`src/hdl/tc_consts.svh`:
```
// register indices, field positions and masks of the transfer controller
`ifndef TC_CONSTS_SVH
`define TC_CONSTS_SVH
// register indices inside one channel; byte address is index times four
`define TC_IDX_ADCA 5'h00
`define TC_IDX_ADRA 5'h04
`define TC_IDX_ADCB 5'h08
`define TC_IDX_ADRB 5'h0c
`define TC_IDX_BLTC 5'h10
`define TC_IDX_BLTR 5'h14
`define TC_IDX_CNTL 5'h1c
`define TC_IDX_STAT 5'h1e
// reload memory slot per register
`define TC_RL_ADRA 2'h0
`define TC_RL_ADRB 2'h1
`define TC_RL_BLTR 2'h2
// channel_control_reg fields
`define TC_CN_CHANNEL_ENABLE 0
`define TC_CN_SWRQ 1
`define TC_CN_DIR 2
`define TC_CN_TCS 3
`define TC_CN_IND 4
`define TC_CN_CONT 5
`define TC_CN_ADA 6
`define TC_CN_ADB 7
`define TC_CN_STA 8
`define TC_CN_STB 9
`define TC_CN_OT 10
`define TC_CN_ETC 11
`define TC_CN_OVERRUN_IRQ_ENABLE 12
`define TC_CN_MASK 16'h1fff
// channel_status_reg fields
`define TC_ST_CHANNEL_ACTIVE 0
`define TC_ST_TC 1
`define TC_ST_OVR 2
`define TC_ST_VLD 3
// secondary request source present per channel (channel 1 has none)
`define TC_SEC_MASK 4'hd
`endif

```
`src/hdl/tc_pkg.sv`:
```
// types shared by the transfer controller files
package tc_pkg;
  typedef enum logic [2:0] {S_IDLE, S_GRANT, S_RD, S_WR, S_REL} tc_state_e;
  typedef logic [1:0] tc_ch_t;
endpackage : tc_pkg

```
`src/hdl/tc_dma.sv`:
```
// four channel transfer controller with ahb-lite register slave
// Summary of operation
// requests only from on-chip peripherals or software
// obtain cpu bus mastership before transferring
// fixed priority, channel 0 highest, before first clock
// acknowledge during cycle touching requesting device
// on termination update flags, interrupt, release bus
// continuous policy keeps bus while request stays
// resample request after acknowledge drops, every clock
// four channels, eight registers each
// fixed primary/secondary request sources per channel
// software picks indirect for mismatched or memory ends
// direct mode: one bus cycle, data not captured
// direct: intermittent 1/3 clocks, continuous 1/clock
// direct address from a counter, direction picks read/write
// size bit picks 8 or 16 bits
// direct item: length minus one, adjust a counter
// indirect: read into holding register, then write
// indirect: intermittent 1/5 clocks, continuous 1/2
// indirect: direction picks which counter reads
// indirect item: length minus one, adjust both counters
// writing one to valid flag clears it
// length zero: stop, set tc and overrun, interrupt
// software disables channel before rewriting control
// debug halt stops all transfer activity; code blocks new items only, a started indirect item still runs its write
`include "tc_consts.svh"
`timescale 1ns/1ps
`default_nettype none
module tc_dma
  import tc_pkg::*;
#(
  parameter int AW = 24,
  parameter int LW = 16
) (
  input  wire logic        clk,            // system clock
  input  wire logic        rst_n,          // synchronous reset, active low
  input  wire logic        hsel,           // ahb slave select
  input  wire logic [31:0] haddr,          // ahb address
  input  wire logic [1:0]  htrans,         // ahb transfer type
  input  wire logic        hwrite,         // ahb write
  input  wire logic [2:0]  hsize,          // ahb size, word only
  input  wire logic [31:0] hwdata,         // ahb write data
  input  wire logic        hready,         // ahb bus ready
  output logic      [31:0] hrdata,         // ahb read data
  output logic             hreadyout,      // ahb slave ready
  output logic             hresp,          // ahb response, always okay
  input  wire logic [3:0]  periph_req_pri, // primary on-chip requests
  input  wire logic [3:0]  periph_req_sec, // secondary on-chip requests
  output logic      [3:0]  dack,           // acknowledge per channel
  output logic      [3:0]  irq,            // interrupt level per channel
  input  wire logic        freeze,         // debug halt
  output logic             bus_req,        // cpu bus mastership request
  input  wire logic        bus_grant,      // cpu bus granted
  output logic             m_valid,        // bus cycle in progress
  output logic [AW-1:0]    m_addr,         // bus cycle address
  output logic             m_write,        // bus cycle is a write
  output logic             m_size16,       // 16 bit item, else 8
  output logic      [15:0] m_wdata,        // indirect write data
  input  wire logic [15:0] m_rdata,        // indirect read data
  input  wire logic        m_ready         // bus cycle completes
);
  tc_state_e state;
  tc_ch_t    cur;
  logic [AW-1:0] adca [4];
  logic [AW-1:0] adcb [4];
  logic [LW-1:0] bltc [4];
  logic [15:0]   cntl [4];
  logic [3:0]    channel_active, tcf, overrun_flag, vld;
  logic [3:0]    channel_request_line, pend;
  // ahb slave state
  logic        aw_valid, aw_write, rd_wait;
  tc_ch_t      aw_ch;
  logic [4:0]  aw_idx;
  logic [AW-1:0] rl_rdata;

  // request sources: on-chip lines or software only, no pin input
  wire [3:0] sec_present = `TC_SEC_MASK; // channel 1 has no secondary source
  genvar gi;
  generate
    for (gi = 0; gi < 4; gi++) begin : g_req
      assign channel_request_line[gi] = periph_req_pri[gi]
        | (periph_req_sec[gi] & sec_present[gi])
        | cntl[gi][`TC_CN_SWRQ];
      assign pend[gi] = cntl[gi][`TC_CN_CHANNEL_ENABLE] & (bltc[gi] != '0)
        & channel_request_line[gi];
    end
  endgenerate

  // fixed priority, lowest channel number wins
  wire       any_pend = |pend;
  wire tc_ch_t win = pend[0] ? 2'h0 : pend[1] ? 2'h1 : pend[2] ? 2'h2 : 2'h3;

  // fields of the channel in service
  wire [15:0] cc    = cntl[cur];
  wire        c_ind = cc[`TC_CN_IND];
  wire        c_dir = cc[`TC_CN_DIR];
  wire        c_cont = cc[`TC_CN_CONT];
  wire [AW-1:0] step = cc[`TC_CN_TCS] ? AW'(2) : AW'(1);

  // cycle completion and item bookkeeping
  wire done_cyc  = m_valid & m_ready;
  wire item_done = done_cyc & ((state == S_WR) | ((state == S_RD) & ~c_ind));
  wire last      = bltc[cur] == LW'(1);
  wire go_on     = ~last & c_cont & channel_request_line[cur]
    & cc[`TC_CN_CHANNEL_ENABLE] & ~freeze;

  // adjusted counters, used for both update and relaunch address
  wire [AW-1:0] next_adca = (item_done & cc[`TC_CN_ADA])
    ? (cc[`TC_CN_STA] ? adca[cur] - step : adca[cur] + step) : adca[cur];
  wire [AW-1:0] next_adcb = (item_done & c_ind & cc[`TC_CN_ADB])
    ? (cc[`TC_CN_STB] ? adcb[cur] - step : adcb[cur] + step) : adcb[cur];

  // launch values for a first (read) cycle on channel lch
  wire tc_ch_t  lch   = (state == S_GRANT) ? win : cur;
  wire [15:0]   lc    = cntl[lch];
  wire [AW-1:0] la    = (state == S_GRANT) ? adca[win] : next_adca;
  wire [AW-1:0] lb    = (state == S_GRANT) ? adcb[win] : next_adcb;
  wire          l_ind = lc[`TC_CN_IND];
  wire          l_dir = lc[`TC_CN_DIR];
  wire [AW-1:0] rd_addr = (l_ind & l_dir) ? lb : la;
  wire          rd_wr   = ~l_ind & l_dir;
  wire [3:0]    rd_ack  = (~l_ind | ~l_dir) ? (4'h1 << lch) : 4'h0;
  // second (write) cycle of an indirect item
  wire [AW-1:0] wr_addr = c_dir ? adca[cur] : adcb[cur];
  wire [3:0]    wr_ack  = c_dir ? (4'h1 << cur) : 4'h0;

  // bus master sequencer; freeze blocks every new item, but a started indirect item still runs its write
  always_ff @(posedge clk) begin
    if (!rst_n) begin
      state    <= S_IDLE;
      cur      <= 2'h0;
      bus_req  <= 1'b0;
      m_valid  <= 1'b0;
      m_addr   <= '0;
      m_write  <= 1'b0;
      m_size16 <= 1'b0;
      m_wdata  <= 16'h0;
      dack     <= 4'h0;
    end else begin
      case (state)
        S_IDLE: begin
          if (any_pend && !freeze) begin
            bus_req <= 1'b1;
            state   <= S_GRANT;
          end
        end
        S_GRANT: begin
          if (bus_grant && any_pend && !freeze) begin
            cur      <= win;
            state    <= S_RD;
            m_valid  <= 1'b1;
            m_addr   <= rd_addr;
            m_write  <= rd_wr;
            m_size16 <= lc[`TC_CN_TCS];
            dack     <= rd_ack;
          end else if (!any_pend) begin
            bus_req <= 1'b0;
            state   <= S_IDLE;
          end
        end
        S_RD: begin
          if (done_cyc && c_ind) begin
            state   <= S_WR;
            m_addr  <= wr_addr;
            m_write <= 1'b1;
            m_wdata <= m_rdata;
            dack    <= wr_ack;
          end else if (done_cyc && go_on) begin
            m_addr  <= rd_addr;
            m_write <= rd_wr;
            dack    <= rd_ack;
          end else if (done_cyc) begin
            state   <= S_IDLE;
            m_valid <= 1'b0;
            bus_req <= 1'b0;
            dack    <= 4'h0;
          end
        end
        S_WR: begin
          if (done_cyc && go_on) begin
            state   <= S_RD;
            m_addr  <= rd_addr;
            m_write <= rd_wr;
            dack    <= rd_ack;
          end else if (done_cyc) begin
            state   <= c_cont ? S_IDLE : S_REL;
            m_valid <= 1'b0;
            bus_req <= 1'b0;
            dack    <= 4'h0;
          end
        end
        S_REL: state <= S_IDLE; // spaces intermittent indirect items to five clocks
        default: state <= S_IDLE;
      endcase
    end
  end

  // ahb decode of the address and data phases
  wire        ap      = hsel & htrans[1] & hready;
  wire        wr_en   = aw_valid & aw_write;
  wire [4:0]  ridx    = haddr[6:2];
  wire [1:0]  rslot   = (ridx == `TC_IDX_ADRB) ? `TC_RL_ADRB
    : (ridx == `TC_IDX_BLTR) ? `TC_RL_BLTR : `TC_RL_ADRA;
  wire [1:0]  wslot   = (aw_idx == `TC_IDX_ADRB) ? `TC_RL_ADRB
    : (aw_idx == `TC_IDX_BLTR) ? `TC_RL_BLTR : `TC_RL_ADRA;
  wire        rl_we   = wr_en & ((aw_idx == `TC_IDX_ADRA) | (aw_idx == `TC_IDX_ADRB)
    | (aw_idx == `TC_IDX_BLTR));
  wire [15:0] st_word = {12'h0, vld[aw_ch], overrun_flag[aw_ch], tcf[aw_ch], channel_active[aw_ch]};
  wire [31:0] rmux;
  assign rmux = (aw_idx == `TC_IDX_ADCA) ? 32'(adca[aw_ch])
    : (aw_idx == `TC_IDX_ADCB) ? 32'(adcb[aw_ch])
    : (aw_idx == `TC_IDX_BLTC) ? 32'(bltc[aw_ch])
    : (aw_idx == `TC_IDX_ADRA || aw_idx == `TC_IDX_ADRB) ? 32'(rl_rdata)
    : (aw_idx == `TC_IDX_BLTR) ? 32'(rl_rdata[LW-1:0])
    : (aw_idx == `TC_IDX_CNTL) ? 32'(cntl[aw_ch])
    : (aw_idx == `TC_IDX_STAT) ? 32'(st_word)
    : 32'h0; // unmapped reads as zero

  // reload registers live in their own memory, one wait state on reads
  tc_reload_mem #(.W(AW), .AW(4)) u_reload (
    .clk   (clk),
    .we    (rl_we),
    .waddr ({aw_ch, wslot}),
    .wdata (hwdata[AW-1:0]),
    .raddr ({haddr[8:7], rslot}),
    .rdata (rl_rdata)
  );

  // ahb slave: zero-wait writes, one-wait reads
  always_ff @(posedge clk) begin
    if (!rst_n) begin
      aw_valid  <= 1'b0;
      aw_write  <= 1'b0;
      aw_ch     <= 2'h0;
      aw_idx    <= 5'h0;
      rd_wait   <= 1'b0;
      hrdata    <= 32'h0;
      hreadyout <= 1'b1;
      hresp     <= 1'b0;
    end else if (rd_wait) begin
      rd_wait   <= 1'b0;
      hrdata    <= rmux;
      hreadyout <= 1'b1;
    end else if (hready) begin
      aw_valid  <= ap;
      aw_write  <= hwrite;
      aw_ch     <= haddr[8:7];
      aw_idx    <= haddr[6:2];
      rd_wait   <= ap & ~hwrite;
      hreadyout <= ~(ap & ~hwrite);
    end
  end

  // per channel counters, control and status (four identical sets)
  generate
    for (gi = 0; gi < 4; gi++) begin : g_ch
      wire sel  = wr_en & (aw_ch == tc_ch_t'(gi));
      wire upd  = item_done & (cur == tc_ch_t'(gi));
      wire term = upd & last;
      wire wst  = sel & (aw_idx == `TC_IDX_STAT);
      always_ff @(posedge clk) begin
        if (!rst_n) begin
          adca[gi] <= '0;
          adcb[gi] <= '0;
          bltc[gi] <= '0;
          cntl[gi] <= 16'h0;
        end else if (upd) begin
          adca[gi] <= next_adca;
          adcb[gi] <= next_adcb;
          bltc[gi] <= bltc[gi] - LW'(1);
        end else begin
          if (sel && aw_idx == `TC_IDX_ADCA) adca[gi] <= hwdata[AW-1:0];
          if (sel && aw_idx == `TC_IDX_ADCB) adcb[gi] <= hwdata[AW-1:0];
          if (sel && aw_idx == `TC_IDX_BLTC) bltc[gi] <= hwdata[LW-1:0];
          if (sel && aw_idx == `TC_IDX_CNTL) cntl[gi] <= hwdata[15:0] & `TC_CN_MASK;
        end
      end
      // sticky flags: a hardware set wins over a write-one clear
      always_ff @(posedge clk) begin
        if (!rst_n) begin
          tcf[gi]  <= 1'b0;
          overrun_flag[gi]  <= 1'b0;
          vld[gi]  <= 1'b0;
          channel_active[gi] <= 1'b0;
          irq[gi]  <= 1'b0;
        end else begin
          tcf[gi] <= term | (tcf[gi] & ~(wst & hwdata[`TC_ST_TC]));
          overrun_flag[gi] <= term | (overrun_flag[gi] & ~(wst & hwdata[`TC_ST_OVR]));
          vld[gi] <= (sel & aw_idx == `TC_IDX_BLTR)
            | (vld[gi] & ~(wst & hwdata[`TC_ST_VLD]));
          if (term) begin
            channel_active[gi] <= 1'b0;
          end else if (sel && aw_idx == `TC_IDX_CNTL) begin
            channel_active[gi] <= hwdata[`TC_CN_CHANNEL_ENABLE];
          end
          irq[gi] <= (tcf[gi] & cntl[gi][`TC_CN_ETC])
            | (overrun_flag[gi] & cntl[gi][`TC_CN_OVERRUN_IRQ_ENABLE]);
        end
      end
    end
  endgenerate
endmodule : tc_dma
`default_nettype wire

```
`src/hdl/tc_reload_mem.sv`:
```
// small reload register memory with registered read data
`timescale 1ns/1ps
`default_nettype none
module tc_reload_mem #(
  parameter int W  = 24,
  parameter int AW = 4
) (
  input  wire logic          clk,   // system clock
  input  wire logic          we,    // write strobe
  input  wire logic [AW-1:0] waddr, // write slot
  input  wire logic [W-1:0]  wdata, // write data
  input  wire logic [AW-1:0] raddr, // read slot
  output logic      [W-1:0]  rdata  // read data, one cycle later
);
  logic [W-1:0] mem [2**AW];

  // no reset: contents are software's job before first use
  always_ff @(posedge clk) begin
    if (we) begin
      mem[waddr] <= wdata;
    end
    rdata <= mem[raddr];
  end
endmodule : tc_reload_mem
`default_nettype wire

```
`config.mk`:
```
export PLATFORM = sky130hd
export DESIGN_NAME = tc_dma
export DESIGN_NICKNAME = d
export VERILOG_FILES = /design/src/hdl/tc_pkg.sv /design/src/hdl/tc_dma.sv /design/src/hdl/tc_reload_mem.sv
export VERILOG_INCLUDE_DIRS = /design/src /design/src/hdl
export SDC_FILE = /design/constraint.sdc
export NUM_CORES = 2
export LEC_CHECK = 0
export ABC_AREA = 1
export BUFFER_PORTS_ARGS = -buffer_cell sky130_fd_sc_hd__buf_2
export CORE_ASPECT_RATIO = 2
export CORE_MARGIN = 2
export CORE_UTILIZATION = 35
export DETAILED_ROUTE_END_ITERATION = 7
export HOLD_SLACK_MARGIN = 0.02
export PLACE_DENSITY = 0.59
export SYNTH_ARGS = -nofsm -noshare
export SYNTH_HDL_FRONTEND = slang
export SYNTH_HIERARCHICAL = 1
export SYNTH_SLANG_ARGS = --single-unit
```
`constraint.sdc`:
```
create_clock -name clk -period 3.5 [get_ports clk]
set_clock_uncertainty 0.1 [all_clocks]
set_input_delay 0.7 -clock clk [delete_from_list [all_inputs] [get_ports clk]]
set_output_delay 0.7 -clock clk [all_outputs]
set_load 0.01 [all_outputs]
```
==> impl_metrics.py <==
metrics = {
    "run_status": {
        "status": "finished with violations",
        "violations": "setup timing",
    },
    "worst_setup_path": {
        "end_kind": "register",
        "cp_max_fo": 7,
        "path_delay_family": "simple AND/OR/NAND/NOR gates",
        "path_class": "reg2reg",
        "r2r_cells": 20,
        "cp_cell_sequence": "inv_4 -> buf_6 -> buf_12 -> nand2_4 -> nand3_4 -> nand2_4 -> clkinvlp_4 -> buf_12 -> clkbuf_16 -> buf_12 -> ha_4 -> nand2_4 -> nor2_2 -> nor3b_4 -> nand4_1 -> nand4_1 -> nand3_2 -> o21ai_2 -> buf_6 -> o22ai_2",
        "crit_path_start_kind": "register",
        "cp.arrival_ns": 3.96,
        "critical_path_required_ns": 3.81,
        "rrSetupSlack_ns": -0.15,
        "cpPeakStageDelay_ns": 0.41,
        "reg2reg_to": "adcb[2][21]$_SDFFCE_PN0P_",
        "critical_path_buf_inv_count": 8,
        "crit_slowest_cell": "dfxtp_4",
    },
    "synth": {
        "ys_ff_latch": 828,
        "async_flop_share": 0,
        "netlist_instances": 5527,
        "avgSynthCellArea_um2": 8.26,
        "ys_types": 59,
        "synthFlopType": "edfxtp_1",
        "ys_warn_count": 6,
        "netlist_area_mm2": 0.0457,
        "ys_seq_area_frac": 0.515,
        "synth-edff-count": 692,
    },
    "routing": {
        "antenna_left": 0,
        "via_count": 43200,
        "vias_per_cell": 5.61,
        "wl_per_cell_um": 25.2,
        "drt_iter0_drc": 3954,
        "drc": 0,
        "routed_wl_um": 194000,
        "met3_length_um": 14400,
        "drt-met1-wl_um": 61600,
        "routed-wl-met2_um": 97900,
        "dr.max_layer_used": "met5",
        "drt_first_pass_iters": 8,
    },
    "cts": {
        "htreeDepth": 3,
        "clockBufferDepth": 3,
        "clk_pin_slew_worst_paths_ns": 0.07,
        "clockRootBuffer": "clkbuf_16",
        "cts_buffers": 76,
        "clock_latency_ns": 0.70,
        "cts_sinks": 828,
        "tritoncts": "built",
    },
    "placed_design": {
        "place_congestion": 1.04,
        "place_ws_ns": -0.359,
        "port_buffers": 139,
        "dp.final_hpwl_um": 134000,
    },
    "min_path": {
        "hold_path_startpoint": "m_rdata[7]",
        "hold_path_end": "m_wdata[7]$_SDFFE_PN0P_",
        "hold_path_class": "in2reg",
        "holdPathStages": 3,
    },
    "pwr": {
        "p_leak_nw": 23.4,
        "max-vdd-ir-drop_mv": 0.393,
        "power_density_mw_per_mm2": 523,
        "power_frac_comb": 0.324,
        "intPower_w": 0.0192,
        "p_seq_frac": 0.385,
        "p_clk_frac": 0.291,
        "power.switching_w": 0.0103,
        "swShare": 0.350,
    },
    "floorplan": {
        "std_cell_rows": 187,
        "core_area_mm2": 0.130,
        "start_util": 0.352,
        "die_x_um": 259,
        "dieArea_mm2": 0.134,
        "ios": 187,
        "dieHeight_um": 515,
    },
    "finish": {
        "nNetsFinal": 6081,
        "final_util": 0.436,
        "fill_cells": 12600,
        "area_delta_synth_final_pct": 23.6,
        "layout-drive-gt1-share": 0.191,
    },
    "timing": {
        "final-max-slew-violation-count": 0,
        "setup_viol_count_final": 29,
        "fmax_mhz": 274,
        "finalCritPeriodShare": 1.04,
        "rsz0062_at_grt": "yes",
        "finalHoldViolations": 0,
        "slew_headroom": 0.0486,
        "max_slew.worst_pin.slew_ns": 1.41,
        "layout_setup_ws_ns": -0.152,
        "min_period_ns": 3.65,
    },
    "global_routing": {
        "grt_pass1_wl_um": 271000,
        "grt_pass1_vias": 41800,
        "track_usage": 0.278,
        "grt_max_degree": 149,
        "overflow": 0,
        "antenna_found_initial": 15,
    },
    "job": {
        "maxCapViolations": 0,
    },
}
cells in the mapped netlist (6+ instances only):
library cell	count	area, um^2
nand2_1	1269	4760
edfxtp_1	692	20800
inv_1	663	2490
nand3_1	485	2430
nor2_1	425	1600
o21ai_0	423	2120
a21oi_1	347	1740
o22ai_1	270	1690
clkbuf_1	179	672
dfxtp_1	136	2720
buf_2	100	500
ha_1	50	626
nor3_1	39	195
o211ai_1	39	293
xor2_1	38	333
buf_4	33	248
a32oi_1	29	254
buf_1	24	90.1
nand4_1	24	150
xnor2_1	21	184
inv_2	20	75.1
or2_2	17	106
a31oi_1	16	100
o21ai_1	16	80.1
nand3b_1	15	113
a32o_1	13	130
o221ai_1	13	114
a221oi_1	12	105
o31ai_1	11	82.6
a22oi_1	9	67.6
nand2_2	8	50.1
nor4_1	7	43.8
a21boi_0	6	45.0
and2_1	6	37.5
clkinv_1	6	22.5
o21bai_1	6	45.0
state kept, by name, indices dropped and copies added (netlist names), 5 cells and up, named ones only:
signal          flops
adca               96
adcb               96
aw_idx              5
bltc               64
cntl               52
hrdata             24
m_addr             24
m_wdata            16
u_reload/mem      384
u_reload/rdata     24
metal layers:
layer | GRT usage | vias up
met4 | 0.237 | 14
met3 | 0.0497 | 858
met5 | 0 | -
li1 | - | 19700
met2 | 0.499 | 2372
met1 | 0.274 | 20300
tightest hold or removal path, delay by kind of cell:
family / cells / cell delay, ns
simple gates: 2 / 0.11
buf+inv: 1 / 0.07
worst max-delay path by stage:
stage | start | end | depth (start not counted)
detailed placement | register | m_addr[21]$_SDFFE_PN0P_ | 21
floorplan | register | m_addr[18]$_SDFFE_PN0P_ | 25
global placement | register | m_addr[21]$_SDFFE_PN0P_ | 21
CTS | register | adcb[1][19]$_DFFE_PP_ | 22
finish | register | adcb[2][21]$_SDFFCE_PN0P_ | 20
global route | register | m_addr[20]$_SDFFE_PN0P_ | 24
metrics by stage:
stage	hold slack (ns)	total power, W	instances	TNS, ns	area, um^2
6_report	0.117	0.0295	7692	-1.66	56500
3_5_place_dp	0.340	0.0197	7508	-17.94	51600
4_1_cts	0.0954	0.0285	7648	-1.35	54500
5_1_grt	0.103	0.0306	7689	-6.59	56500
3_3_place_gp	0.338	0.0197	7508	-18.00	51600
2_1_floorplan	0.345	0.0158	5535	-0.00680	45700
logic make-up after synthesis:
group	count (synthesis)	synth area share
xor+xnor	59	0.0113
fa+ha+maj	52	0.0146
buf+inv	1027	0.0901
mux	5	0.00112
simple gates	2317	0.213
compound gates	1238	0.155
flops	828	0.515
other cells	1	0.0000821
layout by cell type, fill, tap and decap left out, types with 39 or more instances in the layout:
| cell type | synthesis | layout |
|---|---|---|
| edfxtp_1 | 692 | 692 |
| buf_2 | 100 | 139 |
| buf_12 | 0 | 75 |
| buf_4 | 33 | 384 |
| clkbuf_16 | 0 | 86 |
| nand3_1 | 485 | 462 |
| nor2_1 | 425 | 378 |
| nand2_1 | 1269 | 1194 |
| o22ai_1 | 270 | 256 |
| inv_1 | 663 | 648 |
| o21ai_0 | 423 | 371 |
| dfxtp_1 | 136 | 133 |
| o211ai_1 | 39 | 39 |
| a21oi_1 | 347 | 315 |
| buf_6 | 1 | 42 |
| o21ai_1 | 16 | 40 |
| nand2_2 | 8 | 56 |
what timing repair did:
| item | in CTS | in global routing |
|---|---|---|
| setup endpoints to repair | 132 | 152 |
| setup buffers | 3 | 34 |
| hold endpoints to repair | 0 | 0 |
| pin swaps | 11 | 79 |
| gates resized for setup | 103 | 368 |
| cloned | 2 | 8 |
| hold buffers | 0 | 0 |
final cells by class:
class / instances / area, um^2 / area share
antenna: 6 / 15.0 / 0.000266
inverter: 690 / 2610 / 0.0462
clock inverter: 43 / 427 / 0.00756
tap: 1701 / 2130 / 0.0377
timing repair buffer: 652 / 5850 / 0.104
multi-input combinational: 3680 / 19900 / 0.352
clock buffer: 92 / 2030 / 0.0359
sequential: 828 / 23500 / 0.416
power by group through the flow:
stage	sequential, W	clock [W]	combinational [W]
floorplan	0.0116	0	0.00423
global placement	0.0116	0	0.00810
detailed placement	0.0116	0	0.00815
CTS	0.0114	0.00872	0.00841
global route	0.0114	0.00902	0.0101
finish	0.0114	0.00859	0.00956
Note: power is estimated with default switching activity, not from simulation.
